[src/core/acx_consts.svh]
/*
 * constants of the accumulator command unit: frame layout, opcodes,
 * operation and flag selectors, status codes, register map.
 * assumes inclusion by bare name; guarded against repeated inclusion in one compile unit.
 */
`ifndef ACX_CONSTS_SVH
`define ACX_CONSTS_SVH

// ****************************************
// frame
// ****************************************
`define ACX_FRAME_LEN 4'h9
`define ACX_LAST_BYTE 4'h8

// ****************************************
// opcodes and selectors
// ****************************************
`define ACX_OP_XCALC 8'h21
`define ACX_OP_AXP 8'h22
`define ACX_OP_GLP 8'h23
`define ACX_OP_CLE 8'h24
`define ACX_T_ADD 8'h00
`define ACX_T_SUB 8'h01
`define ACX_T_MUL 8'h02
`define ACX_T_DIV 8'h03
`define ACX_T_MOD 8'h04
`define ACX_T_AND 8'h05
`define ACX_T_OR 8'h06
`define ACX_T_XOR 8'h07
`define ACX_T_NOT 8'h08
`define ACX_T_LOAD 8'h09
`define ACX_T_SWAP 8'h0A
`define ACX_CLE_ALL 8'h00
`define ACX_CLE_MAX 8'h05

// ****************************************
// reply status codes
// ****************************************
`define ACX_ST_OK 8'h64
`define ACX_ST_CSUM 8'h01
`define ACX_ST_BADOP 8'h02
`define ACX_ST_BADTYPE 8'h03

// ****************************************
// register map (byte addresses) and resets
// ****************************************
`define ACX_R_CTRL 5'h00
`define ACX_R_ACCU 5'h04
`define ACX_R_XREG 5'h08
`define ACX_R_ERRF 5'h0C
`define ACX_R_ISTAT 5'h10
`define ACX_R_IMASK 5'h14
`define ACX_R_STATE 5'h18
`define ACX_CTRL_RST 16'h0201
`define ACX_IRQ_DONE 0
`define ACX_IRQ_CSUM 1
`define ACX_IRQ_BAD 2
`define ACX_IRQ_DIVZ 3

`endif

[src/core/acx_pkg.sv]
/*
 * types of the accumulator command unit.
 * assumes nothing beyond a sv compiler.
 */
package acx_pkg;
    typedef enum logic [1:0] {
        ACX_IDLE,
        ACX_EXEC,
        ACX_REPLY
    } acx_state_e;
    typedef logic [7:0] acx_byte_t;
endpackage

[src/core/acx_core.sv]
/*
 * accumulator / x-register command unit: frame receiver, executor,
 * reply sender, error flags, wishbone classic register slave.
 * assumes rx bytes and program commands come from logic on clk_i,
 * and that parameter stores accept one write pulse per cycle.
 */
// Decided for this implementation: the address map and register access over Wishbone.
// Behaviour
// - type 0-4: add sub mul div mod
// - type 5-7: and, or, xor with x
// - type 8: invert x register value
// - type 9: copy accu into x
// - type 10: swap accu and x
// - other results land in the accumulator
// - opcode 34: accu to axis parameter
// - opcode 35: accu to global parameter
// - opcode 36 clears error flags by type
// - type 0 all, 1-5 one flag each
`timescale 1ns/1ps
`include "acx_consts.svh"

module acx_core
    import acx_pkg::*;
(
    input wire logic clk_i,
    input wire logic rst_i,
    input wire logic [7:0] rx_byte_i,
    input wire logic rx_valid_i,
    output logic [7:0] tx_byte_o,
    output logic tx_valid_o,
    input wire logic tx_ready_i,
    input wire logic pgm_valid_i,
    input wire logic [7:0] pgm_instr_i,
    input wire logic [7:0] pgm_type_i,
    input wire logic [7:0] pgm_bank_i,
    output logic pgm_ready_o,
    input wire logic accu_load_i,
    input wire logic [31:0] accu_load_val_i,
    output logic ap_wr_o,
    output logic [7:0] ap_num_o,
    output logic [7:0] ap_motor_o,
    output logic gp_wr_o,
    output logic [7:0] gp_num_o,
    output logic [7:0] gp_bank_o,
    output logic [31:0] par_data_o,
    input wire logic [4:0] err_set_i,
    output logic [4:0] err_flags_o,
    input wire logic wb_cyc_i,
    input wire logic wb_stb_i,
    input wire logic wb_we_i,
    input wire logic [4:0] wb_adr_i,
    input wire logic [3:0] wb_sel_i,
    input wire logic [31:0] wb_dat_i,
    output logic [31:0] wb_dat_o,
    output logic wb_ack_o,
    output logic irq_o
);

    // ****************************************
    // storage and state
    // ****************************************
    acx_state_e state;
    acx_byte_t rx_buf [0:8];
    acx_byte_t tx_buf [0:8];
    logic [3:0] rx_idx;
    logic [3:0] tx_idx;
    logic rx_done;
    logic [7:0] c_instr;
    logic [7:0] c_type;
    logic [7:0] c_bank;
    logic c_direct;
    logic c_csum_bad;
    logic [31:0] accu;
    logic [31:0] xreg;
    logic [15:0] ctrl;
    logic [3:0] istat;
    logic [3:0] imask;
    logic [7:0] last_status;
    logic [31:0] next_accu;
    logic [31:0] next_x;
    logic [7:0] next_status;
    logic next_divz;
    logic [4:0] next_clr;
    logic [63:0] prod;
    logic wb_req;
    logic wb_wr;
    logic [3:0] evt;

    // sum of the first eight bytes, used on receive and on reply
    function automatic logic [7:0] acx_sum8(input acx_byte_t b [0:8]);
        logic [7:0] s;
        s = 8'h00;
        for (int i = 0; i < 8; i++) begin
            s = s + b[i];
        end
        return s;
    endfunction

    // byte-lane merge for wishbone writes
    function automatic logic [31:0] acx_merge(input logic [31:0] old,
        input logic [31:0] d, input logic [3:0] sel);
        logic [31:0] r;
        r = old;
        for (int i = 0; i < 4; i++) begin
            if (sel[i]) begin
                r[i*8 +: 8] = d[i*8 +: 8];
            end
        end
        return r;
    endfunction

    assign wb_req = wb_cyc_i && wb_stb_i && !wb_ack_o;
    assign wb_wr = wb_req && wb_we_i;
    assign prod = $signed(accu) * $signed(xreg);

    // ****************************************
    // frame receiver
    // ****************************************
    // bytes that arrive while busy are still collected; the host waits for a reply
    always_ff @(posedge clk_i) begin
        if (rst_i) begin
            rx_idx <= 4'h0;
            rx_done <= 1'b0;
        end else begin
            if (state == ACX_IDLE) begin
                rx_done <= 1'b0;
            end
            if (rx_valid_i) begin
                rx_buf[rx_idx] <= rx_byte_i;
                if (rx_idx == `ACX_LAST_BYTE) begin
                    rx_idx <= 4'h0;
                    rx_done <= 1'b1;
                end else begin
                    rx_idx <= rx_idx + 4'h1;
                end
            end
        end
    end

    // ****************************************
    // command sequencer
    // ****************************************
    // direct frames win over the stored program when both are ready
    always_ff @(posedge clk_i) begin
        if (rst_i) begin
            state <= ACX_IDLE;
            c_instr <= 8'h00;
            c_type <= 8'h00;
            c_bank <= 8'h00;
            c_direct <= 1'b0;
            c_csum_bad <= 1'b0;
            pgm_ready_o <= 1'b0;
            tx_valid_o <= 1'b0;
            tx_byte_o <= 8'h00;
            tx_idx <= 4'h0;
            last_status <= `ACX_ST_OK;
        end else begin
            pgm_ready_o <= 1'b0;
            case (state)
                ACX_IDLE: begin
                    if (rx_done && rx_buf[0] == ctrl[7:0]) begin
                        c_instr <= rx_buf[1];
                        c_type <= rx_buf[2];
                        c_bank <= rx_buf[3];
                        c_direct <= 1'b1;
                        c_csum_bad <= acx_sum8(rx_buf) != rx_buf[8];
                        state <= ACX_EXEC;
                    end else if (pgm_valid_i && pgm_ready_o) begin
                        c_instr <= pgm_instr_i;
                        c_type <= pgm_type_i;
                        c_bank <= pgm_bank_i;
                        c_direct <= 1'b0;
                        c_csum_bad <= 1'b0;
                        state <= ACX_EXEC;
                    end else begin
                        pgm_ready_o <= !rx_done && !(rx_valid_i && rx_idx == `ACX_LAST_BYTE);
                    end
                end
                ACX_EXEC: begin
                    last_status <= next_status;
                    state <= c_direct ? ACX_REPLY : ACX_IDLE;
                    tx_idx <= 4'h0;
                end
                ACX_REPLY: begin
                    if (!tx_valid_o) begin
                        tx_valid_o <= 1'b1;
                        tx_byte_o <= tx_buf[0];
                    end else if (tx_ready_i) begin
                        if (tx_idx == `ACX_LAST_BYTE) begin
                            tx_valid_o <= 1'b0;
                            state <= ACX_IDLE;
                        end else begin
                            tx_byte_o <= tx_buf[tx_idx + 4'h1];
                        end
                        tx_idx <= tx_idx + 4'h1;
                    end
                end
                default: state <= ACX_IDLE;
            endcase
        end
    end

    // reply frame: host addr, module addr, status, opcode, accu, sum
    always_ff @(posedge clk_i) begin
        if (state == ACX_EXEC) begin
            tx_buf[0] <= ctrl[15:8];
            tx_buf[1] <= ctrl[7:0];
            tx_buf[2] <= next_status;
            tx_buf[3] <= c_instr;
            tx_buf[4] <= next_accu[31:24];
            tx_buf[5] <= next_accu[23:16];
            tx_buf[6] <= next_accu[15:8];
            tx_buf[7] <= next_accu[7:0];
        end else if (state == ACX_REPLY && !tx_valid_o) begin
            tx_buf[8] <= acx_sum8(tx_buf);
        end
    end

    // ****************************************
    // executor
    // ****************************************
    // divide by zero leaves both registers alone rather than inventing a value
    always_comb begin
        next_accu = accu;
        next_x = xreg;
        next_status = `ACX_ST_OK;
        next_divz = 1'b0;
        next_clr = 5'h00;
        if (c_csum_bad) begin
            next_status = `ACX_ST_CSUM;
        end else begin
            case (c_instr)
                `ACX_OP_XCALC: begin
                    case (c_type)
                        `ACX_T_ADD: next_accu = accu + xreg;
                        `ACX_T_SUB: next_accu = accu - xreg;
                        `ACX_T_MUL: next_accu = prod[31:0];
                        `ACX_T_DIV: begin
                            next_divz = xreg == 32'h00000000;
                            if (!next_divz) begin
                                next_accu = $signed(accu) / $signed(xreg);
                            end
                        end
                        `ACX_T_MOD: begin
                            next_divz = xreg == 32'h00000000;
                            if (!next_divz) begin
                                next_accu = $signed(accu) % $signed(xreg);
                            end
                        end
                        `ACX_T_AND: next_accu = accu & xreg;
                        `ACX_T_OR: next_accu = accu | xreg;
                        `ACX_T_XOR: next_accu = accu ^ xreg;
                        `ACX_T_NOT: next_accu = ~xreg;
                        `ACX_T_LOAD: next_x = accu;
                        `ACX_T_SWAP: begin
                            next_accu = xreg;
                            next_x = accu;
                        end
                        default: next_status = `ACX_ST_BADTYPE;
                    endcase
                end
                `ACX_OP_AXP, `ACX_OP_GLP: next_status = `ACX_ST_OK;
                `ACX_OP_CLE: begin
                    if (c_type == `ACX_CLE_ALL) begin
                        next_clr = 5'h1F;
                    end else if (c_type <= `ACX_CLE_MAX) begin
                        next_clr = 5'h01 << (c_type[2:0] - 3'h1);
                    end else begin
                        next_status = `ACX_ST_BADTYPE;
                    end
                end
                default: next_status = `ACX_ST_BADOP;
            endcase
        end
    end

    // parameter write pulses; the stored accu is what the caller prepared
    always_ff @(posedge clk_i) begin
        if (rst_i) begin
            ap_wr_o <= 1'b0;
            gp_wr_o <= 1'b0;
            ap_num_o <= 8'h00;
            ap_motor_o <= 8'h00;
            gp_num_o <= 8'h00;
            gp_bank_o <= 8'h00;
            par_data_o <= 32'h00000000;
        end else begin
            ap_wr_o <= state == ACX_EXEC && !c_csum_bad && c_instr == `ACX_OP_AXP;
            gp_wr_o <= state == ACX_EXEC && !c_csum_bad && c_instr == `ACX_OP_GLP;
            if (state == ACX_EXEC) begin
                ap_num_o <= c_type;
                ap_motor_o <= c_bank;
                gp_num_o <= c_type;
                gp_bank_o <= c_bank;
                par_data_o <= accu;
            end
        end
    end

    // accumulator and x: execution beats external load beats bus write
    always_ff @(posedge clk_i) begin
        if (rst_i) begin
            accu <= 32'h00000000;
            xreg <= 32'h00000000;
        end else if (state == ACX_EXEC) begin
            accu <= next_accu;
            xreg <= next_x;
        end else begin
            if (accu_load_i) begin
                accu <= accu_load_val_i;
            end else if (wb_wr && wb_adr_i == `ACX_R_ACCU) begin
                accu <= acx_merge(accu, wb_dat_i, wb_sel_i);
            end
            if (wb_wr && wb_adr_i == `ACX_R_XREG) begin
                xreg <= acx_merge(xreg, wb_dat_i, wb_sel_i);
            end
        end
    end

    // ****************************************
    // error flags and interrupts
    // ****************************************
    // a flag raised in the cycle of its clear stays set
    always_ff @(posedge clk_i) begin
        if (rst_i) begin
            err_flags_o <= 5'h00;
        end else begin
            err_flags_o <= (err_flags_o
                & ~((state == ACX_EXEC) ? next_clr : 5'h00)
                & ~((wb_wr && wb_adr_i == `ACX_R_ERRF && wb_sel_i[0]) ? wb_dat_i[4:0] : 5'h00))
                | err_set_i;
        end
    end

    assign evt = {state == ACX_EXEC && next_divz,
        state == ACX_EXEC && next_status != `ACX_ST_OK && !c_csum_bad,
        state == ACX_EXEC && c_csum_bad,
        state == ACX_EXEC};

    // sticky events, write one to clear, set wins
    always_ff @(posedge clk_i) begin
        if (rst_i) begin
            istat <= 4'h0;
            irq_o <= 1'b0;
        end else begin
            istat <= (istat & ~((wb_wr && wb_adr_i == `ACX_R_ISTAT && wb_sel_i[0])
                ? wb_dat_i[3:0] : 4'h0)) | evt;
            irq_o <= |(istat & imask);
        end
    end

    // ****************************************
    // wishbone slave
    // ****************************************
    // one wait state: ack one cycle after the request, unmapped reads zero
    always_ff @(posedge clk_i) begin
        if (rst_i) begin
            wb_ack_o <= 1'b0;
            wb_dat_o <= 32'h00000000;
            ctrl <= `ACX_CTRL_RST;
            imask <= 4'h0;
        end else begin
            wb_ack_o <= wb_req;
            if (wb_wr && wb_adr_i == `ACX_R_CTRL) begin
                ctrl <= 16'(acx_merge({16'h0000, ctrl}, wb_dat_i, wb_sel_i));
            end
            if (wb_wr && wb_adr_i == `ACX_R_IMASK && wb_sel_i[0]) begin
                imask <= wb_dat_i[3:0];
            end
            if (wb_req && !wb_we_i) begin
                case (wb_adr_i)
                    `ACX_R_CTRL: wb_dat_o <= {16'h0000, ctrl};
                    `ACX_R_ACCU: wb_dat_o <= accu;
                    `ACX_R_XREG: wb_dat_o <= xreg;
                    `ACX_R_ERRF: wb_dat_o <= {27'h0000000, err_flags_o};
                    `ACX_R_ISTAT: wb_dat_o <= {28'h0000000, istat};
                    `ACX_R_IMASK: wb_dat_o <= {28'h0000000, imask};
                    `ACX_R_STATE: wb_dat_o <= {22'h000000, state, last_status};
                    default: wb_dat_o <= 32'h00000000;
                endcase
            end
        end
    end

endmodule

[config.mk]
export PLATFORM = sky130hd
export DESIGN_NAME = acx_core
export DESIGN_NICKNAME = d
export VERILOG_FILES = /design/src/core/acx_pkg.sv /design/src/core/acx_core.sv
export VERILOG_INCLUDE_DIRS = /design/src /design/src/core
export SDC_FILE = /design/constraint.sdc
export NUM_CORES = 2
export LEC_CHECK = 0
export CAP_MARGIN = 20
export CORE_UTILIZATION = 49
export DETAILED_ROUTE_END_ITERATION = 7
export DONT_BUFFER_PORTS = 1
export PLACE_DENSITY = 0.77
export SYNTH_ARGS = -nofsm -noshare
export SYNTH_HDL_FRONTEND = slang
export SYNTH_SLANG_ARGS = --single-unit
[constraint.sdc]
create_clock -name clk_i -period 80.1 [get_ports clk_i]
set_input_delay 16.02 -clock clk_i [delete_from_list [all_inputs] [get_ports clk_i]]
set_output_delay 16.02 -clock clk_i [all_outputs]
set_load 0.05 [all_outputs]
---- Word level (Yosys, flattened, before mapping) ----
Cells that the tools add are included.
Widths: inputs -> output; s select.
word-level totals
  register bits ........................... 376
  bits of input ports ..................... 119
cells by class
  $lt $le $gt $ge ......................... 4
  add/sub/neg operators ................... 19
  mux-type cells .......................... 68
  equality and inequality tests ........... 36
  $mul .................................... 1
  shift-type cells ........................ 1
  bitwise gates (word level) .............. 18
  reduce and logical (&&, ||, !) cells .... 70
  divide/modulo/power cells ............... 2
operators with widths
  cell                number
  $mux 32             12
  $pmux 32 s10        1
  $pmux 32 s7         1
  $mux 8              17
  $add 8x8->8         14
  $bwmux 72           1
  $add 32x32->32      1
  $and 32x32->32      1
  $bmux 8 s4          1
  $demux 8 s4         1
  $div 32x32->32      1
  $eq 8x3->1 const B  4
  $eq 8x6->1 const B  4
  $logic_not 32->1    1
  $mod 32x32->32      1
  $mul 32x32->32      1
  $not 32->32         1
  $or 32x32->32       1
  $sub 32x32->32      1
  $xor 32x32->32      1
  $mux 5              6
  $logic_and 1x1->1   26
  $eq 8x4->1 const B  3
  $pmux 8 s3          1
  47 further kinds    117

---- Depth between registers and ports, before layout ----
  depth after elaboration ................. 11
  gate-level depth with buffers ........... 383
  mapped depth without buffers ............ 342

---- Worst setup path after synthesis ----
No wires, ideal clock.
  path type ............................... register to register
  from .................................... register xreg[0]
  to ...................................... register accu[30]
  setup slack ............................. -1.241 ns
  arrival ................................. 81.275 ns
  period minus slack after synthesis ...... 81.341 ns
  setup time .............................. 0.065 ns
  cell stages (with the launch flop) ...... 354
  cell sequence ........................... dfxtp_1 clkbuf_1 inv_1 clkbuf_1 ha_1 nor3b_1 buf_2 a41oi_1 xnor2_1 nand2_1 a2111o_1 nor3_2 clkbuf_1 and3_1 o211ai_1 mux2i_1 ha_1 nand3_1 [... 318 more ...] a21o_1 clkbuf_1 clkbuf_1 buf_1 clkbuf_1 nand2_1 o21ai_0 ha_1 and2_1 nand3_1 or4_1 clkbuf_1 nor4_1 and4bb_2 mux2i_1 a21oi_1 o31a_1 nor2_1
on the way
  cells in the longest elaborated chain, start to end .. 6
ends and longest elaborated chain
  element                                 RTL line                          RTL
  from (decl)                             acx_core.sv:74                    logic [31:0] xreg;
  from (signal assigned)                  acx_core.sv:307                   xreg <= next_x;
  from (signal assigned)                  acx_core.sv:315                   xreg <= acx_merge(xreg, wb_dat_i, wb_sel_i);
  $mod 32x32->32 (tied with other cells)  acx_core.sv:247                   next_accu = $signed(accu) % $signed(xreg);
  $mux 32 (on tied branches)              acx_core.sv:246, acx_core.sv:240
  $pmux 32 s10 (*)                        acx_core.sv:234                   case (c_type)
  $mux 32 (*)                             acx_core.sv:232                   case (c_instr)
  $mux 32 (*)                             acx_core.sv:229                   if (c_csum_bad) begin
  $mux 32 (*)                             acx_core.sv:305                   end else if (state == ACX_EXEC) begin
  to (signal assigned)                    acx_core.sv:306                   accu <= next_accu;
  to (signal assigned)                    acx_core.sv:310                   accu <= accu_load_val_i;
  to (signal assigned)                    acx_core.sv:312                   accu <= acx_merge(accu, wb_dat_i, wb_sel_i);
  to (decl)                               acx_core.sv:73                    logic [31:0] accu;
Mark *: on every way between the ends. The rest lies on a longest branch, timed or not.
A chain may end at the register's enable or synchronous reset.

---- Worst setup path after layout ----
  from .................................... register accu[12]
  to ...................................... register tx_buf[34] in the netlist's numbering, data pin
on the way
  cells in the longest elaborated chain, start to end .. 5
ends and longest elaborated chain
  element                                           RTL line                          RTL
  $mod 32x32->32 or $div 32x32->32 (tied branches)  acx_core.sv:247, acx_core.sv:241
  $mux 32 (on tied branches)                        acx_core.sv:246, acx_core.sv:240
  $pmux 32 s10 (*)                                  acx_core.sv:234
  $mux 32 (*)                                       acx_core.sv:232
  $mux 32 (*)                                       acx_core.sv:229
  named net next_accu[26]                           acx_core.sv:79                    logic [31:0] next_accu;
  to (decl)                                         acx_core.sv:64                    acx_byte_t tx_buf [0:8];
The timed path passes the listed nets; every way through them passes the cells marked *.

==> flow_summary.ini <==
[run_status]
status = completed

[yosys]
synthFlopType = dfxtp_1
ys_seq_area_frac = 0.118
ys_ff_latch = 366
syn_inst = 9796
synth_edf_count = 139
yosys_warnings = 0
syn_nets = 11200
syn_area_per_cell_um2 = 7.57
syn-cell-area_um2 = 74200
ys_types = 119
async_flop_share = 0

[die]
start_util = 0.495
ios = 234
rows = 142
die_area_um2 = 153000
die_h_um = 391
chipWidth_um = 391
core_um2 = 150000

[finish]
syn_to_final_growth_pct = 11.3
nets = 11500
multiInputGateArea_um2 = 61300
fillers = 14300
drive_gt1_frac = 0.113
seqCellArea_um2 = 8720

[critical_path]
worstPathMaxFanout = 22
critPathLaunch = accu[12]$_SDFFE_PP0P_
endpoint = tx_buf[34]$_DFFE_PP_
start_kind = flip-flop
critPathMostFrequentCell = buf_4
critPathBufInv = 57
rr_worst_depth = 343
critical_path_required_ns = 80.39
regToRegStartpoint = accu[12]$_SDFFE_PP0P_
worst-path-stages = 343
slowest_stage = nor4_1
reg2reg_slack_ns = 2.06
cp_top_family = compound AO/OA/AOI/OAI gates
crit_arrival_ns = 78.33
crit_path_end_kind = flip-flop
reg2reg_to = tx_buf[34]$_DFFE_PP_
slowest_delay_ns = 0.64
critPathKind = flip-flop to flip-flop

[clocking]
numCtsBuffers = 37
htreeDepth = 2
root_buffer = clkbuf_16
cts_buffer_depth = 3
clk-insertion-delay-late_ns = 0.56
clk_pin_slew_ns = 0.07
cts_num_sinks = 366
ctsHoldBuffers = 0
cts_tree = yes

[placement]
hpwl_um = 294000
finalWeightedCongestion = 1.13
portBuffers = 0
dpl_worst_slack_ns = -2.31

[routing]
wirelength_um = 379000
avgRoutedWirePerCell_um = 31.3
vias = 81700
antenna_left = 0
drtIter0Drc = 11500
dr.pass1.iters = 8
drcViolationCount = 0
routed_via_density = 6.74

[timing]
drv_slew = 0
finalWorstSetupSlack_ns = 2.06
hold_ws_ns = 0.467
slew-limit-headroom = 0.153
hold_violations = 0
setup_violations = 0
skew_ns = 0.0201
fin_crit_sh = 0.974
worst_pin_slew_ns = 1.26
finalCriticalPeriod_ns = 78.04
timing.fmax_mhz = 12.8

[worst_hold_path]
hp-class = flip-flop to flip-flop

[global_route]
grt_pass1_vias = 78400
antenna_found_initial = 24
grt_overflow = 0
grt_pass1_wl_um = 536000
grt_max_degree = 224
grtUsageTotal = 0.477

[flow_run]
maxCapViolCount = 0
[routing by layer]
layer	wire length, µm	GRT usage	vias up	part of all wire
met3	50100	0.138	1739	0.13
li1	-	-	34900	-
met1	140000	0.598	39100	0.37
met5	102	0	-	0.00027
met4	34100	0.336	16	0.090
met2	155000	0.700	5915	0.41
[worst min path at each step]
stage	cells after the start	slack (ns)	start	endpoint
finish	0	0.47	c_instr[3]$_SDFFE_PP0P_	tx_buf[43]$_DFFE_PP_
global route	2	0.47	c_bank[7]$_SDFFE_PP0P_	gp_bank_o[7]$_SDFFE_PP0P_
CTS	2	0.46	c_direct$_SDFFE_PP0P_	state[1]$_SDFFE_PP0P_
detailed placement	2	0.45	c_direct$_SDFFE_PP0P_	state[1]$_SDFFE_PP0P_
global placement	2	0.44	c_bank[2]$_SDFFE_PP0P_	gp_bank_o[2]$_SDFFE_PP0P_
floorplan	0	0.42	c_instr[6]$_SDFFE_PP0P_	tx_buf[46]$_DFFE_PP_
[state kept, by name (all words and copies together) (netlist names), 16 cells and up]
register    flops
accu           32
ctrl           16
par_data_o     32
rx_buf         72
tx_buf         67
wb_dat_o       32
xreg           32
[logic make-up after synthesis]
logic type	synth area share
flip-flops	0.118
adder cells (fa/ha/maj)	0.267
AO/OA/AOI/OAI	0.230
buffers and inverters	0.0714
XOR/XNOR	0.0831
multiplexers	0.0291
AND/OR/NAND/NOR	0.202
[what timing repair did]
action	4_1_cts	5_1_grt
pin swaps	1	28
endpoints found under the setup margin	64	64
setup buffers	1	32
cloned	1	1
gates resized for setup	40	179
[worst register-to-register path: cells and delay by family, from the launching register on]
kind	cells	cell delay, ns
xor+xnor	1	0.08
simple gates	95	20.41
fa+ha+maj	32	9.61
buf+inv	57	10.39
compound gates	152	34.83
mux	6	1.95
flops	1	0.46
[layout make-up]
type,instances,share of cell area
Clock inverter,16,0.00220
Sequential cell,366,0.106
Inverter,885,0.0403
Clock buffer,50,0.0125
Timing Repair Buffer,694,0.0656
Multi-Input combinational cell,8064,0.743
Antenna cell,18,0.000546
Tap cell,2016,0.0306
[cells in the mapped netlist, types with 90 or more instances]
cell type	count	area share
dfxtp_1	227	0.061
xnor2_1	468	0.055
a21o_1	220	0.022
a211oi_1	91	0.0092
edfxtp_1	139	0.056
nor3_1	181	0.012
inv_1	857	0.043
fa_1	486	0.13
o21ai_0	413	0.028
nor2_1	1019	0.052
o21a_1	126	0.013
nand3_1	217	0.015
clkbuf_1	328	0.017
nand2_1	1257	0.064
mux2i_1	139	0.019
o211ai_1	99	0.010
buf_1	90	0.0046
a31oi_1	124	0.010
a21oi_1	735	0.050
ha_1	805	0.14
xor2_1	229	0.027
[stage by stage]
step / cells / utilization / area [µm²] / TNS (ns)
finish: 12100 / 0.551 / 82600 / 0
global placement: 12000 / 0.533 / 80000 / -60.79
floorplan: 9796 / - / 74200 / 0
CTS: 12100 / 0.543 / 81400 / 0
detailed placement: 12000 / 0.534 / 80000 / -89.43
global route: 12100 / 0.550 / 82500 / -2.09
[placed cells by master (no fill, tap or decap), drive strengths merged, types with 229 or more instances in the layout]
| cell | instances |
|---|---|
| xnor2 | 470 |
| nor2 | 1021 |
| a21oi | 741 |
| buf | 690 |
| nand2 | 1259 |
| o21ai | 434 |
| fa | 486 |
| ha | 805 |
| xor2 | 229 |
| inv | 866 |
Power is left out: the tool's default activity adds up to more than one toggle a clock period on the data nets, which glitch-free logic cannot reach.
